**config.mk**
```make
export PLATFORM = sky130hd
export DESIGN_NAME = abg_board_glue
export DESIGN_NICKNAME = d
export VERILOG_FILES = /design/src/logic/abg_addr_decode.v /design/src/logic/abg_converter.v /design/src/logic/abg_board_glue.v
export VERILOG_INCLUDE_DIRS = /design/src /design/src/logic
export SDC_FILE = /design/constraint.sdc
export NUM_CORES = 1
export LEC_CHECK = 0
export BUFFER_PORTS_ARGS = -buffer_cell sky130_fd_sc_hd__buf_2
export CORE_AREA = 2 2 89 91
export CTS_CLUSTER_DIAMETER = 60
export CTS_CLUSTER_SIZE = 25
export DETAILED_ROUTE_END_ITERATION = 10
export DIE_AREA = 0 0 91 93
export GPL_TIMING_DRIVEN = 0
export PLACE_DENSITY_LB_ADDON = 0.2
export SLEW_MARGIN = 15
export SYNTH_ARGS = -nofsm -noshare
export SYNTH_HDL_FRONTEND = slang
export SYNTH_HIERARCHICAL = 1
export SYNTH_SLANG_ARGS = --single-unit
```
**constraint.sdc**
```tcl
create_clock -name clk -period 6.2 [get_ports clk]
set_clock_uncertainty 0.15 [all_clocks]
set_input_delay 0.31 -clock clk [delete_from_list [all_inputs] [get_ports clk]]
set_output_delay 0.31 -clock clk [all_outputs]
set_load 0.1 [all_outputs]
```
**src/logic/abg_map.vh**
```
// constants for the converter board host glue
// How it works
// converter flags input beyond either full scale
// flag sets hold flop lighting range lamp
// jumper picks button or host write clear
// default jumper: button clears latch and converter
// low sync resets converter without modulator clock
// in reset: state cleared, data low, ready high
// host jumper: host makes sync pulse itself
// polarity jumper passes or inverts ready signal
// two jumpers choose one of four bases
// select needs both lines matched and enable
// fitted jumper expects 0, absent expects 1
// select plus read is read, plus write resets
// host enable marks valid access, undecoded
// jumper codes give offsets 0x0 to 0xc
// sixteen bit word, bit 0 least significant
// decoded write holds sync low during strobe (here sync goes low one clock later and stays low as many cycles as the strobe)
`ifndef ABG_MAP_VH
`define ABG_MAP_VH

// ------------------------------------------------------------
// register map, byte addresses
// ------------------------------------------------------------
`define ABG_ADDR_W        4
`define ABG_REG_STATUS    4'h0
`define ABG_REG_MASK      4'h4
`define ABG_REG_SAMPLE    4'h8
`define ABG_REG_CONTROL   4'hc

// ------------------------------------------------------------
// status and mask bit positions
// ------------------------------------------------------------
`define ABG_EV_RANGE      0
`define ABG_EV_READY      1
`define ABG_EV_HOSTRST    2
`define ABG_EV_W          3
`define ABG_MASK_RESET    3'h0

// control bit positions and reset value
`define ABG_CTL_LAMPCLR   0
`define ABG_CTL_FORCERST  1
`define ABG_CTL_RESET     2'h0

// ------------------------------------------------------------
// data and timing
// ------------------------------------------------------------
`define ABG_DATA_W        16
`define ABG_IN_W          18
`define ABG_FS_POS        18'sh07fff
`define ABG_FS_NEG        18'sh38001
`define ABG_CLK_NS        100
`define ABG_SAMPLE_NS     100
`define ABG_SAMPLE_CYC    ((`ABG_SAMPLE_NS + `ABG_CLK_NS - 1) / `ABG_CLK_NS)
`define ABG_OFFSET_STEP   4

`endif

```
**src/logic/abg_addr_decode.v**
```verilog
// base address decoder for the host select
`timescale 1ns/100ps
module abg_addr_decode (
   input  wire       addr_a2,
   input  wire       addr_a3,
   input  wire       host_space_enable,
   input  wire [1:0] base_select_jumpers,
   output wire       select
);
   // a fitted jumper (1) expects the line low, an open one high
   wire exp_a2;
   wire exp_a3;
   assign exp_a2 = ~base_select_jumpers[0];
   assign exp_a3 = ~base_select_jumpers[1];
   // both lines and the valid-access enable must agree
   assign select = host_space_enable &
                   (addr_a2 == exp_a2) &
                   (addr_a3 == exp_a3);
endmodule

```
**src/logic/abg_converter.v**
```verilog
// digital side of the converter: range flag, data word, ready
`timescale 1ns/100ps
`include "abg_map.vh"
module abg_converter #(
   parameter IN_W   = `ABG_IN_W,
   parameter DATA_W = `ABG_DATA_W,
   parameter PERIOD = `ABG_SAMPLE_CYC
) (
   input  wire                     clk,
   input  wire                     sys_rst,
   input  wire                     sync_n,
   input  wire signed [IN_W-1:0]   analog_code,
   output reg                      out_of_range_flag,
   output reg  [DATA_W-1:0]        sample_word,
   output reg                      conversion_ready
);
   wire conv_rst;
   wire above;
   wire below;
   reg  [7:0] div_reg;
   // sync low is an asynchronous reset, no clock edge needed
   assign conv_rst = sys_rst | ~sync_n;
   assign above = analog_code > `ABG_FS_POS;
   assign below = analog_code < `ABG_FS_NEG;

   always @(posedge clk or posedge conv_rst) begin
      if (conv_rst) begin
         out_of_range_flag <= 1'b0;
         sample_word       <= {DATA_W{1'b0}};
         conversion_ready  <= 1'b1;
         div_reg           <= 8'h00;
      end else begin
         out_of_range_flag <= above | below;
         if (div_reg == PERIOD[7:0] - 8'h01) begin
            div_reg <= 8'h00;
            // clamp to the word range; bit 0 is the lsb
            if (above)
               sample_word <= {1'b0, {(DATA_W-1){1'b1}}};
            else if (below)
               sample_word <= {1'b1, {(DATA_W-1){1'b0}}};
            else
               sample_word <= analog_code[DATA_W-1:0];
            conversion_ready <= 1'b0;
         end else begin
            div_reg          <= div_reg + 8'h01;
            conversion_ready <= 1'b1;
         end
      end
   end
endmodule

```
**src/logic/abg_board_glue.v**
```verilog
// host glue: range lamp, converter reset, ready polarity, decode
//
// The register offsets and the plain strobed port were decided locally.
`timescale 1ns/100ps
`include "abg_map.vh"
module abg_board_glue #(
   parameter IN_W   = `ABG_IN_W,
   parameter DATA_W = `ABG_DATA_W,
   parameter PERIOD = `ABG_SAMPLE_CYC
) (
   input  wire                   clk,
   input  wire                   sys_rst,
   // converter analog side, as a signed code
   input  wire signed [IN_W-1:0] analog_code,
   // board jumpers and button
   input  wire                   reset_source_jumper,
   input  wire                   ready_polarity_jumper,
   input  wire [1:0]             base_select_jumpers,
   input  wire                   manual_reset_button,
   // host memory bus
   input  wire                   host_addr_a2,
   input  wire                   host_addr_a3,
   input  wire                   host_space_enable,
   input  wire                   host_rd,
   input  wire                   host_wr,
   // register port
   input  wire [3:0]             reg_addr,
   input  wire [31:0]            reg_wdata,
   input  wire                   reg_wr,
   input  wire                   reg_rd,
   output reg  [31:0]            reg_rdata,
   // outputs
   output reg  [DATA_W-1:0]      sample_data,
   output reg                    host_read_cycle,
   output reg                    range_indicator_lamp,
   output reg                    ready_interrupt_out,
   output reg                    converter_sync_n,
   output reg                    irq
);

   // ------------------------------------------------------------
   // internal signals
   // ------------------------------------------------------------
   wire                  host_select;
   wire                  host_rd_cycle;
   wire                  host_wr_cycle;
   wire                  conv_oor;
   wire [DATA_W-1:0]     conv_word;
   wire                  conv_ready;
   wire                  reset_request;
   wire                  lamp_clear;
   wire [`ABG_EV_W-1:0]  ev_set;
   wire [`ABG_EV_W-1:0]  ev_clear;
   reg                   range_hold_flipflop;
   reg                   range_hold_next;
   reg                   sync_n_next;
   reg                   oor_prev_reg;
   reg                   ready_prev_reg;
   reg                   wr_prev_reg;
   reg  [`ABG_EV_W-1:0]  status_reg;
   reg  [`ABG_EV_W-1:0]  status_next;
   reg  [`ABG_EV_W-1:0]  mask_reg;
   reg  [1:0]            control_reg;
   reg  [15:0]           sample_count_reg;
   reg  [31:0]           rdata_next;

   // ------------------------------------------------------------
   // address decode and strobe qualification
   // ------------------------------------------------------------
   abg_addr_decode u_decode (
      .addr_a2             (host_addr_a2),
      .addr_a3             (host_addr_a3),
      .host_space_enable   (host_space_enable),
      .base_select_jumpers (base_select_jumpers),
      .select              (host_select)
   );

   assign host_rd_cycle = host_select & host_rd;
   assign host_wr_cycle = host_select & host_wr;

   // ------------------------------------------------------------
   // converter
   // ------------------------------------------------------------
   abg_converter #(
      .IN_W   (IN_W),
      .DATA_W (DATA_W),
      .PERIOD (PERIOD)
   ) u_conv (
      .clk               (clk),
      .sys_rst           (sys_rst),
      .sync_n            (converter_sync_n),
      .analog_code       (analog_code),
      .out_of_range_flag (conv_oor),
      .sample_word       (conv_word),
      .conversion_ready  (conv_ready)
   );

   // ------------------------------------------------------------
   // reset source selection
   // ------------------------------------------------------------
   // jumper low is the factory position: the button drives reset;
   // jumper high hands the job to a decoded host write, which then
   // holds sync low, one clock later, for as many cycles as its strobe stays high
   assign reset_request = reset_source_jumper ? host_wr_cycle
                                              : manual_reset_button;

   // software may also force the converter into reset
   always @* begin
      sync_n_next = ~(reset_request |
                      control_reg[`ABG_CTL_FORCERST]);
   end

   always @(posedge clk or posedge sys_rst) begin
      if (sys_rst)
         converter_sync_n <= 1'b0;
      else
         converter_sync_n <= sync_n_next;
   end

   // ------------------------------------------------------------
   // range latch and lamp
   // ------------------------------------------------------------
   // the same request that resets the converter clears the latch
   assign lamp_clear = reset_request |
                       control_reg[`ABG_CTL_LAMPCLR];

   always @* begin
      range_hold_next = range_hold_flipflop;
      if (lamp_clear)
         range_hold_next = 1'b0;
      // a flag seen in the clearing cycle still lights the lamp
      if (conv_oor)
         range_hold_next = 1'b1;
   end

   always @(posedge clk or posedge sys_rst) begin
      if (sys_rst) begin
         range_hold_flipflop  <= 1'b0;
         range_indicator_lamp <= 1'b0;
      end else begin
         range_hold_flipflop  <= range_hold_next;
         range_indicator_lamp <= range_hold_next;
      end
   end

   // ------------------------------------------------------------
   // ready polarity and data output
   // ------------------------------------------------------------
   always @(posedge clk or posedge sys_rst) begin
      if (sys_rst) begin
         ready_interrupt_out <= 1'b1;
         sample_data         <= {DATA_W{1'b0}};
         host_read_cycle     <= 1'b0;
      end else begin
         ready_interrupt_out <= conv_ready ^ ready_polarity_jumper;
         sample_data         <= conv_word;
         host_read_cycle     <= host_rd_cycle;
      end
   end

   // ------------------------------------------------------------
   // event detection
   // ------------------------------------------------------------
   always @(posedge clk or posedge sys_rst) begin
      if (sys_rst) begin
         oor_prev_reg     <= 1'b0;
         ready_prev_reg   <= 1'b1;
         wr_prev_reg      <= 1'b0;
         sample_count_reg <= 16'h0000;
      end else begin
         oor_prev_reg   <= conv_oor;
         ready_prev_reg <= conv_ready;
         wr_prev_reg    <= host_wr_cycle;
         if (~conv_ready)
            sample_count_reg <= sample_count_reg + 16'h0001;
      end
   end

   // rising range flag, each new word, start of any decoded host write cycle
   assign ev_set[`ABG_EV_RANGE]   = conv_oor & ~oor_prev_reg;
   assign ev_set[`ABG_EV_READY]   = ~conv_ready;
   assign ev_set[`ABG_EV_HOSTRST] = host_wr_cycle & ~wr_prev_reg;

   // ------------------------------------------------------------
   // register port
   // ------------------------------------------------------------
   assign ev_clear = (reg_wr && reg_addr == `ABG_REG_STATUS) ?
                     reg_wdata[`ABG_EV_W-1:0] : {`ABG_EV_W{1'b0}};

   // set beats a write-one clear landing in the same cycle
   always @* begin
      status_next = (status_reg & ~ev_clear) | ev_set;
   end

   always @(posedge clk or posedge sys_rst) begin
      if (sys_rst) begin
         status_reg  <= {`ABG_EV_W{1'b0}};
         mask_reg    <= `ABG_MASK_RESET;
         control_reg <= `ABG_CTL_RESET;
      end else begin
         status_reg <= status_next;
         if (reg_wr && reg_addr == `ABG_REG_MASK)
            mask_reg <= reg_wdata[`ABG_EV_W-1:0];
         if (reg_wr && reg_addr == `ABG_REG_CONTROL)
            control_reg <= reg_wdata[1:0];
         else
            control_reg[`ABG_CTL_LAMPCLR] <= 1'b0;
      end
   end

   // reads answer one cycle later; unmapped addresses read zero
   always @* begin
      rdata_next = 32'h0000_0000;
      if (reg_rd) begin
         case (reg_addr)
            `ABG_REG_STATUS: begin
               rdata_next[`ABG_EV_W-1:0] = status_reg;
               rdata_next[8]             = range_hold_flipflop;
               rdata_next[9]             = converter_sync_n;
            end
            `ABG_REG_MASK: begin
               rdata_next[`ABG_EV_W-1:0] = mask_reg;
            end
            `ABG_REG_SAMPLE: begin
               rdata_next[DATA_W-1:0] = conv_word;
               rdata_next[31:16]      = sample_count_reg;
            end
            `ABG_REG_CONTROL: begin
               rdata_next[1:0] = control_reg;
            end
            default: begin
               rdata_next = 32'h0000_0000;
            end
         endcase
      end
   end

   always @(posedge clk or posedge sys_rst) begin
      if (sys_rst) begin
         reg_rdata <= 32'h0000_0000;
         irq       <= 1'b0;
      end else begin
         reg_rdata <= rdata_next;
         irq       <= |(status_next & mask_reg);
      end
   end

endmodule

```
==> After elaboration in Yosys (flattened, before gate mapping) <==
Index checks and enable logic that the tools add are counted.
W data, S select, Z words.
{ "op_classes": {"n_mul": 0, "bitwise": 22, "order_cmp": 2, "reduce_logical": 7, "addsub": 2, "n_shift": 0, "n_div": 0, "n_eq_ne": 5, "muxes": 15} }
{ "op_table": {"columns": ["operator", "n"], "rows": [
  ["$mux W16", 2],
  ["$mux W32", 1],
  ["$mux W22", 1],
  ["$gt A18 B16 Y1 const B", 1],
  ["$lt A18 B16 Y1 const B", 1],
  ["$add A16 B1 Y16 const B", 1],
  ["$add A8 B1 Y8 const B", 1],
  ["$eq A4 B4 Y1 const B", 2],
  ["$logic_not A8 Y1", 1],
  ["$mux W8", 1],
  ["$pmux W2 S4", 1],
  ["$not A1 Y1", 7],
  ["$and A1 B1 Y1", 6],
  ["$and A3 B3 Y3", 2],
  ["$mux W1", 5],
  ["$mux W5", 1],
  ["$eq A4 B3 Y1 const B", 1],
  ["$logic_not A4 Y1", 1],
  ["$or A1 B1 Y1", 4],
  ["$pmux W2 S2", 1],
  ["$logic_and A1 B1 Y1", 3],
  ["$mux W3", 1],
  ["$not A3 Y3", 1],
  ["$or A3 B3 Y3", 1],
  ["5 further kinds", 6]
]} }
{ "word_totals": {"output_inout_bits": 53, "mem_bits_ro": 0, "ram_bits": 0, "elab_cells": 71, "n_memories": 0, "register_bits": 105, "input_bits": 68, "latch_bits": 0} }

==> Depth between registers and ports, before layout <==
{ "depth": {"depth_word": 9, "ltp_mapped": 8} }

==> Cells and area by module <==
The synthesis kept the hierarchy.
{ "by_module_without_submodules": {"columns": ["mod", "cells_each", "area_each_um2", "n_inst", "seq_area_each_um2"], "rows": [
  ["abg_board_glue", 202, 2826.5, 1, 1978.1],
  ["abg_converter", 113, 1193.6, 1, 651.9],
  ["abg_addr_decode", 3, 23.8, 1, 0.0]
]} }

==> Worst setup path before layout <==
No wires, ideal clock.
{ "synth_path": {"path_kind": "register -> register", "from": "register u_conv.div_reg[0]", "to": "register u_conv.sample_word[10]", "t_arrival_ns": 1.652, "path_stages_with_launch": 9, "setup_ns": 0.096, "slack_ns": 4.302, "path_cell_list": "dfrtp_1 -> inv_1 -> ha_1 -> or4b_1 -> buf_6 -> nor2_8 -> inv_4 -> buf_6 -> o31ai_1"} }
{ "synth_via": {"elab_chain_cells": 1} }
{ "synth_lines": {"columns": ["element", "line", "source"], "rows": [
  ["from (decl)", "abg_converter.v:20", "reg [7:0] div_reg;"],
  ["from (signal assigned)", "abg_converter.v:45", "div_reg <= div_reg + 8'h01;"],
  ["$logic_not A8 Y1", "abg_converter.v:34", "if (div_reg == PERIOD[7:0] - 8'h01) begin"],
  ["to (signal assigned)", "abg_converter.v:38", "sample_word <= {1'b0, {(DATA_W-1){1'b1}}};"],
  ["to (signal assigned)", "abg_converter.v:40", "sample_word <= {1'b1, {(DATA_W-1){1'b0}}};"],
  ["to (signal assigned)", "abg_converter.v:42", "sample_word <= analog_code[DATA_W-1:0];"],
  ["to (decl)", "abg_converter.v:14", "output reg [DATA_W-1:0] sample_word,"]
]} }
No other way between the ends.
A chain may end at the register's enable or synchronous reset.

==> Final worst setup path <==
{ "layout_path": {"from": "register u_conv.div_reg[0]", "to": "register u_conv.sample_word[11]"} }
The elaborated chain is that of the path after synthesis.

==> impl_metrics.csv <==
group,metric,value,unit
power,p_leak,2.45,nW
floorplanning,rows,32,
floorplanning,core-area,0.00753,mm^2
sta,tns,0,ns
drt,wl_per_cell,14.3,um
drt,drt-initial-drc-count,105,
clock_network,clock_latency,0.36,ns
final_layout,top_register,"reg_rdata",
drt,drc,0,
drt,antenna_left,0,
final_layout,final_common_cell,"dfrtp_1",
clock_network,cts_tree,"yes",
final_layout,layout_common_cells,"dfrtp_1, buf_2, and2_1",
final_layout,areaGrowthSynthToFinish,20.3,%
critical_path,worstPathMaxFanout,10,
hold_path,whs_path_depth,2,
critical_path,crit_arrival,2.21,ns
placed_design,portBuffers,91,
grt,grt_first_pass_wirelength,12500,um
floorplanning,ios,121,
sta,period_share,0.339,
power,seq_power_share,0.552,
critical_path,critical_path.startpoint,"u_conv/div_reg[0]$_DFF_PP0_",
drt,viasPerCell,5.05,
final_layout,antenna_cells,0,
sta,setup_ws,4.10,ns
final_layout,largest_register_ffs,32,
power,swShare,0.312,
sta,fmax,0.475,GHz
placed_design,placed_cells,512,
synthesis,async_flop_share,1.00,
drt,wirelength,7560,um
drt,dr.pass1.iters,4,
synthesis,yosysWarnings,6,
sta,relSlewSlack,0.312,
power,power_density,273,mW/mm^2
clock_network,cts.sinks,105,
synthesis,ys_types,44,
critical_path,start_kind,"flip-flop",
outcome,status,"finished clean",
power,comb_power_share,0.157,
clock_network,cts_root_buf,"clkbuf_8",
critical_path,rr_worst_depth,8,
floorplanning,start_util,0.537,
power,clock_power_share,0.291,
final_layout,fill_cells,627,
critical_path,reg2reg_from,"u_conv/div_reg[0]$_DFF_PP0_",
synthesis,syn_inst,318,
critical_path,worst-setup-path-type,"reg -> reg",
final_layout,final_nets,494,
synthesis,synth-edff-count,0,
clock_network,clkSlewWorstSetupHoldPaths,0.10,ns
sta,setup_viol,0,
power,p_sw,0.413,mW
critical_path,reg2reg_to,"u_conv/sample_word[11]$_DFFE_PP0N_",
final_layout,layout-drive-gt1-share,0.301,
synthesis,yosysSeqAreaShare,0.650,
synthesis,synthFlopType,"dfrtp_1",
placed_design,place_ws,3.77,ns
sta,timing.final.crit_period,2.10,ns
grt,grt_max_degree,63,
sta,worstMarginPinSlew,1.03,ns
placed_design,post-dp-hpwl,5480,um
grt,grt_usage,0.188,
final_layout,fin_cells,530,
power,peakVddDrop,0.121,mV
sta,maxSlewViolCount,0,
clock_network,htree_levels,3,
critical_path,r2r_setup_slack,4.10,ns
critical_path,required,6.31,ns
grt,antenna_found_initial,0,
clock_network,clockBufferDepth,2,
synthesis,synthesis.nets,389,
hold_path,min_path_type,"in -> reg",
placed_design,gp_congestion,0.777,
clock_network,cts_setup_buffers,0,
grt,grt-ovfl-total,0,
synthesis,syn_area,0.00404,mm^2
clock_network,numCtsBuffers,9,
critical_path,crit_end,"u_conv/sample_word[11]$_DFFE_PP0N_",
synthesis,syn_avg_cell_area,12.7,um^2
sta,hold_viol,0,
critical_path,cp-end-kind,"flip-flop",
power,p_int,0.913,mW
drt,num_vias,2677,
floorplanning,die_w,91,um
floorplanning,die_y,93,um
grt,grt_pass1_vias,2670,
sta,rsz0062_at_grt,"no",
floorplanning,die_area,0.00846,mm^2
synthesis,ys_seq_elements,105,
job,max-cap-violations,0,
synth_stat cells (all sizes together), types with 4 or more instances:
cell,instances,area share
and2,30,0.046
and3,6,0.0093
buf,5,0.012
clkbuf,8,0.0074
dfrtp,103,0.64
inv,11,0.011
mux2,6,0.017
mux2i,4,0.0099
nand2,7,0.0065
nand3,9,0.011
nor2,28,0.030
nor2b,4,0.0062
nor3,6,0.0074
nor4,4,0.0099
o21ai,17,0.021
o31ai,15,0.028
xnor2,15,0.032
xor2,9,0.019
cell type report:
type / instances / area [um^2] / share of cell area
buffer: 13 / 80.1 / 0.0165
clock buffer: 10 / 128 / 0.0262
tap: 102 / 128 / 0.0262
multi-input combinational: 189 / 1300 / 0.267
timing repair buffer: 94 / 503 / 0.103
clock inverter: 6 / 52.6 / 0.0108
sequential: 105 / 2630 / 0.541
inverter: 11 / 46.3 / 0.00952
routing by layer:
layer,routed length [um],vias to the layer above,share of wire,track usage
met1,3280,1305,0.43,0.252
met5,0,-,0,0
met2,3800,79,0.50,0.308
li1,-,1280,-,-
met4,167,0,0.022,0.0846
met3,311,13,0.041,0.0266
cell families (layout without fill, tap and decap cells):
| group | after synthesis | count (layout) | synth area share |
|---|---|---|---|
| AO/OA/AOI/OAI | 41 | 41 | 0.0659 |
| XOR/XNOR | 24 | 24 | 0.0520 |
| adder cells (fa/ha/maj) | 3 | 3 | 0.00928 |
| buffers and inverters | 24 | 134 | 0.0306 |
| flip-flops | 105 | 105 | 0.650 |
| multiplexers | 12 | 12 | 0.0377 |
| AND/OR/NAND/NOR | 109 | 109 | 0.154 |
worst max-delay path, stage by stage, from the launching register on:
cell and delay, ns:
dfrtp_1 0.42, inv_1 0.07, ha_1 0.14, or4b_1 0.45, buf_6 0.16, nor2_8 0.12, inv_4 0.07, buf_6 0.14
o31ai_1 0.27
power by group through the flow:
stage	registers (mW)	clock network (mW)	logic (mW)
finish	0.733	0.386	0.208
CTS	0.733	0.395	0.210
detailed placement	0.747	0	0.209
global placement	0.745	0	0.203
floorplan	0.849	0	0.0520
global route	0.737	0.424	0.220
worst min-delay path by stage:
| stage | startpoint | to | slack, ns |
|---|---|---|---|
| floorplan | u_conv/sample_word[10]$_DFFE_PP0N_ | sample_data[10]$_DFF_PP0_ | 0.21 |
| global placement | u_conv/sample_word[13]$_DFFE_PP0N_ | sample_data[13]$_DFF_PP0_ | 0.23 |
| detailed placement | sys_rst | sample_data[8]$_DFF_PP0_ | 0.16 |
| CTS | host_rd | host_read_cycle$_DFF_PP0_ | 0.003 |
| global route | host_rd | host_read_cycle$_DFF_PP0_ | 0.001 |
| finish | host_rd | host_read_cycle$_DFF_PP0_ | 0.006 |
metrics by stage:
stage                      util  power, mW  hold slack, ns  instance area, um^2
final                     0.646       1.33         0.00603                 4860
after global routing      0.646       1.38         0.00144                 4860
after CTS                 0.646       1.34         0.00350                 4860
after detailed placement  0.620      0.955           0.160                 4660
after global placement    0.615      0.948           0.226                 4630
after floorplan               -      0.901           0.210                 4040
repair_timing:
item                                   in CTS  in global routing
hold buffers                                2                  0
resized for setup                           0                  0
endpoints found under the hold margin      18                  0
(Power assumes the default switching activity.)
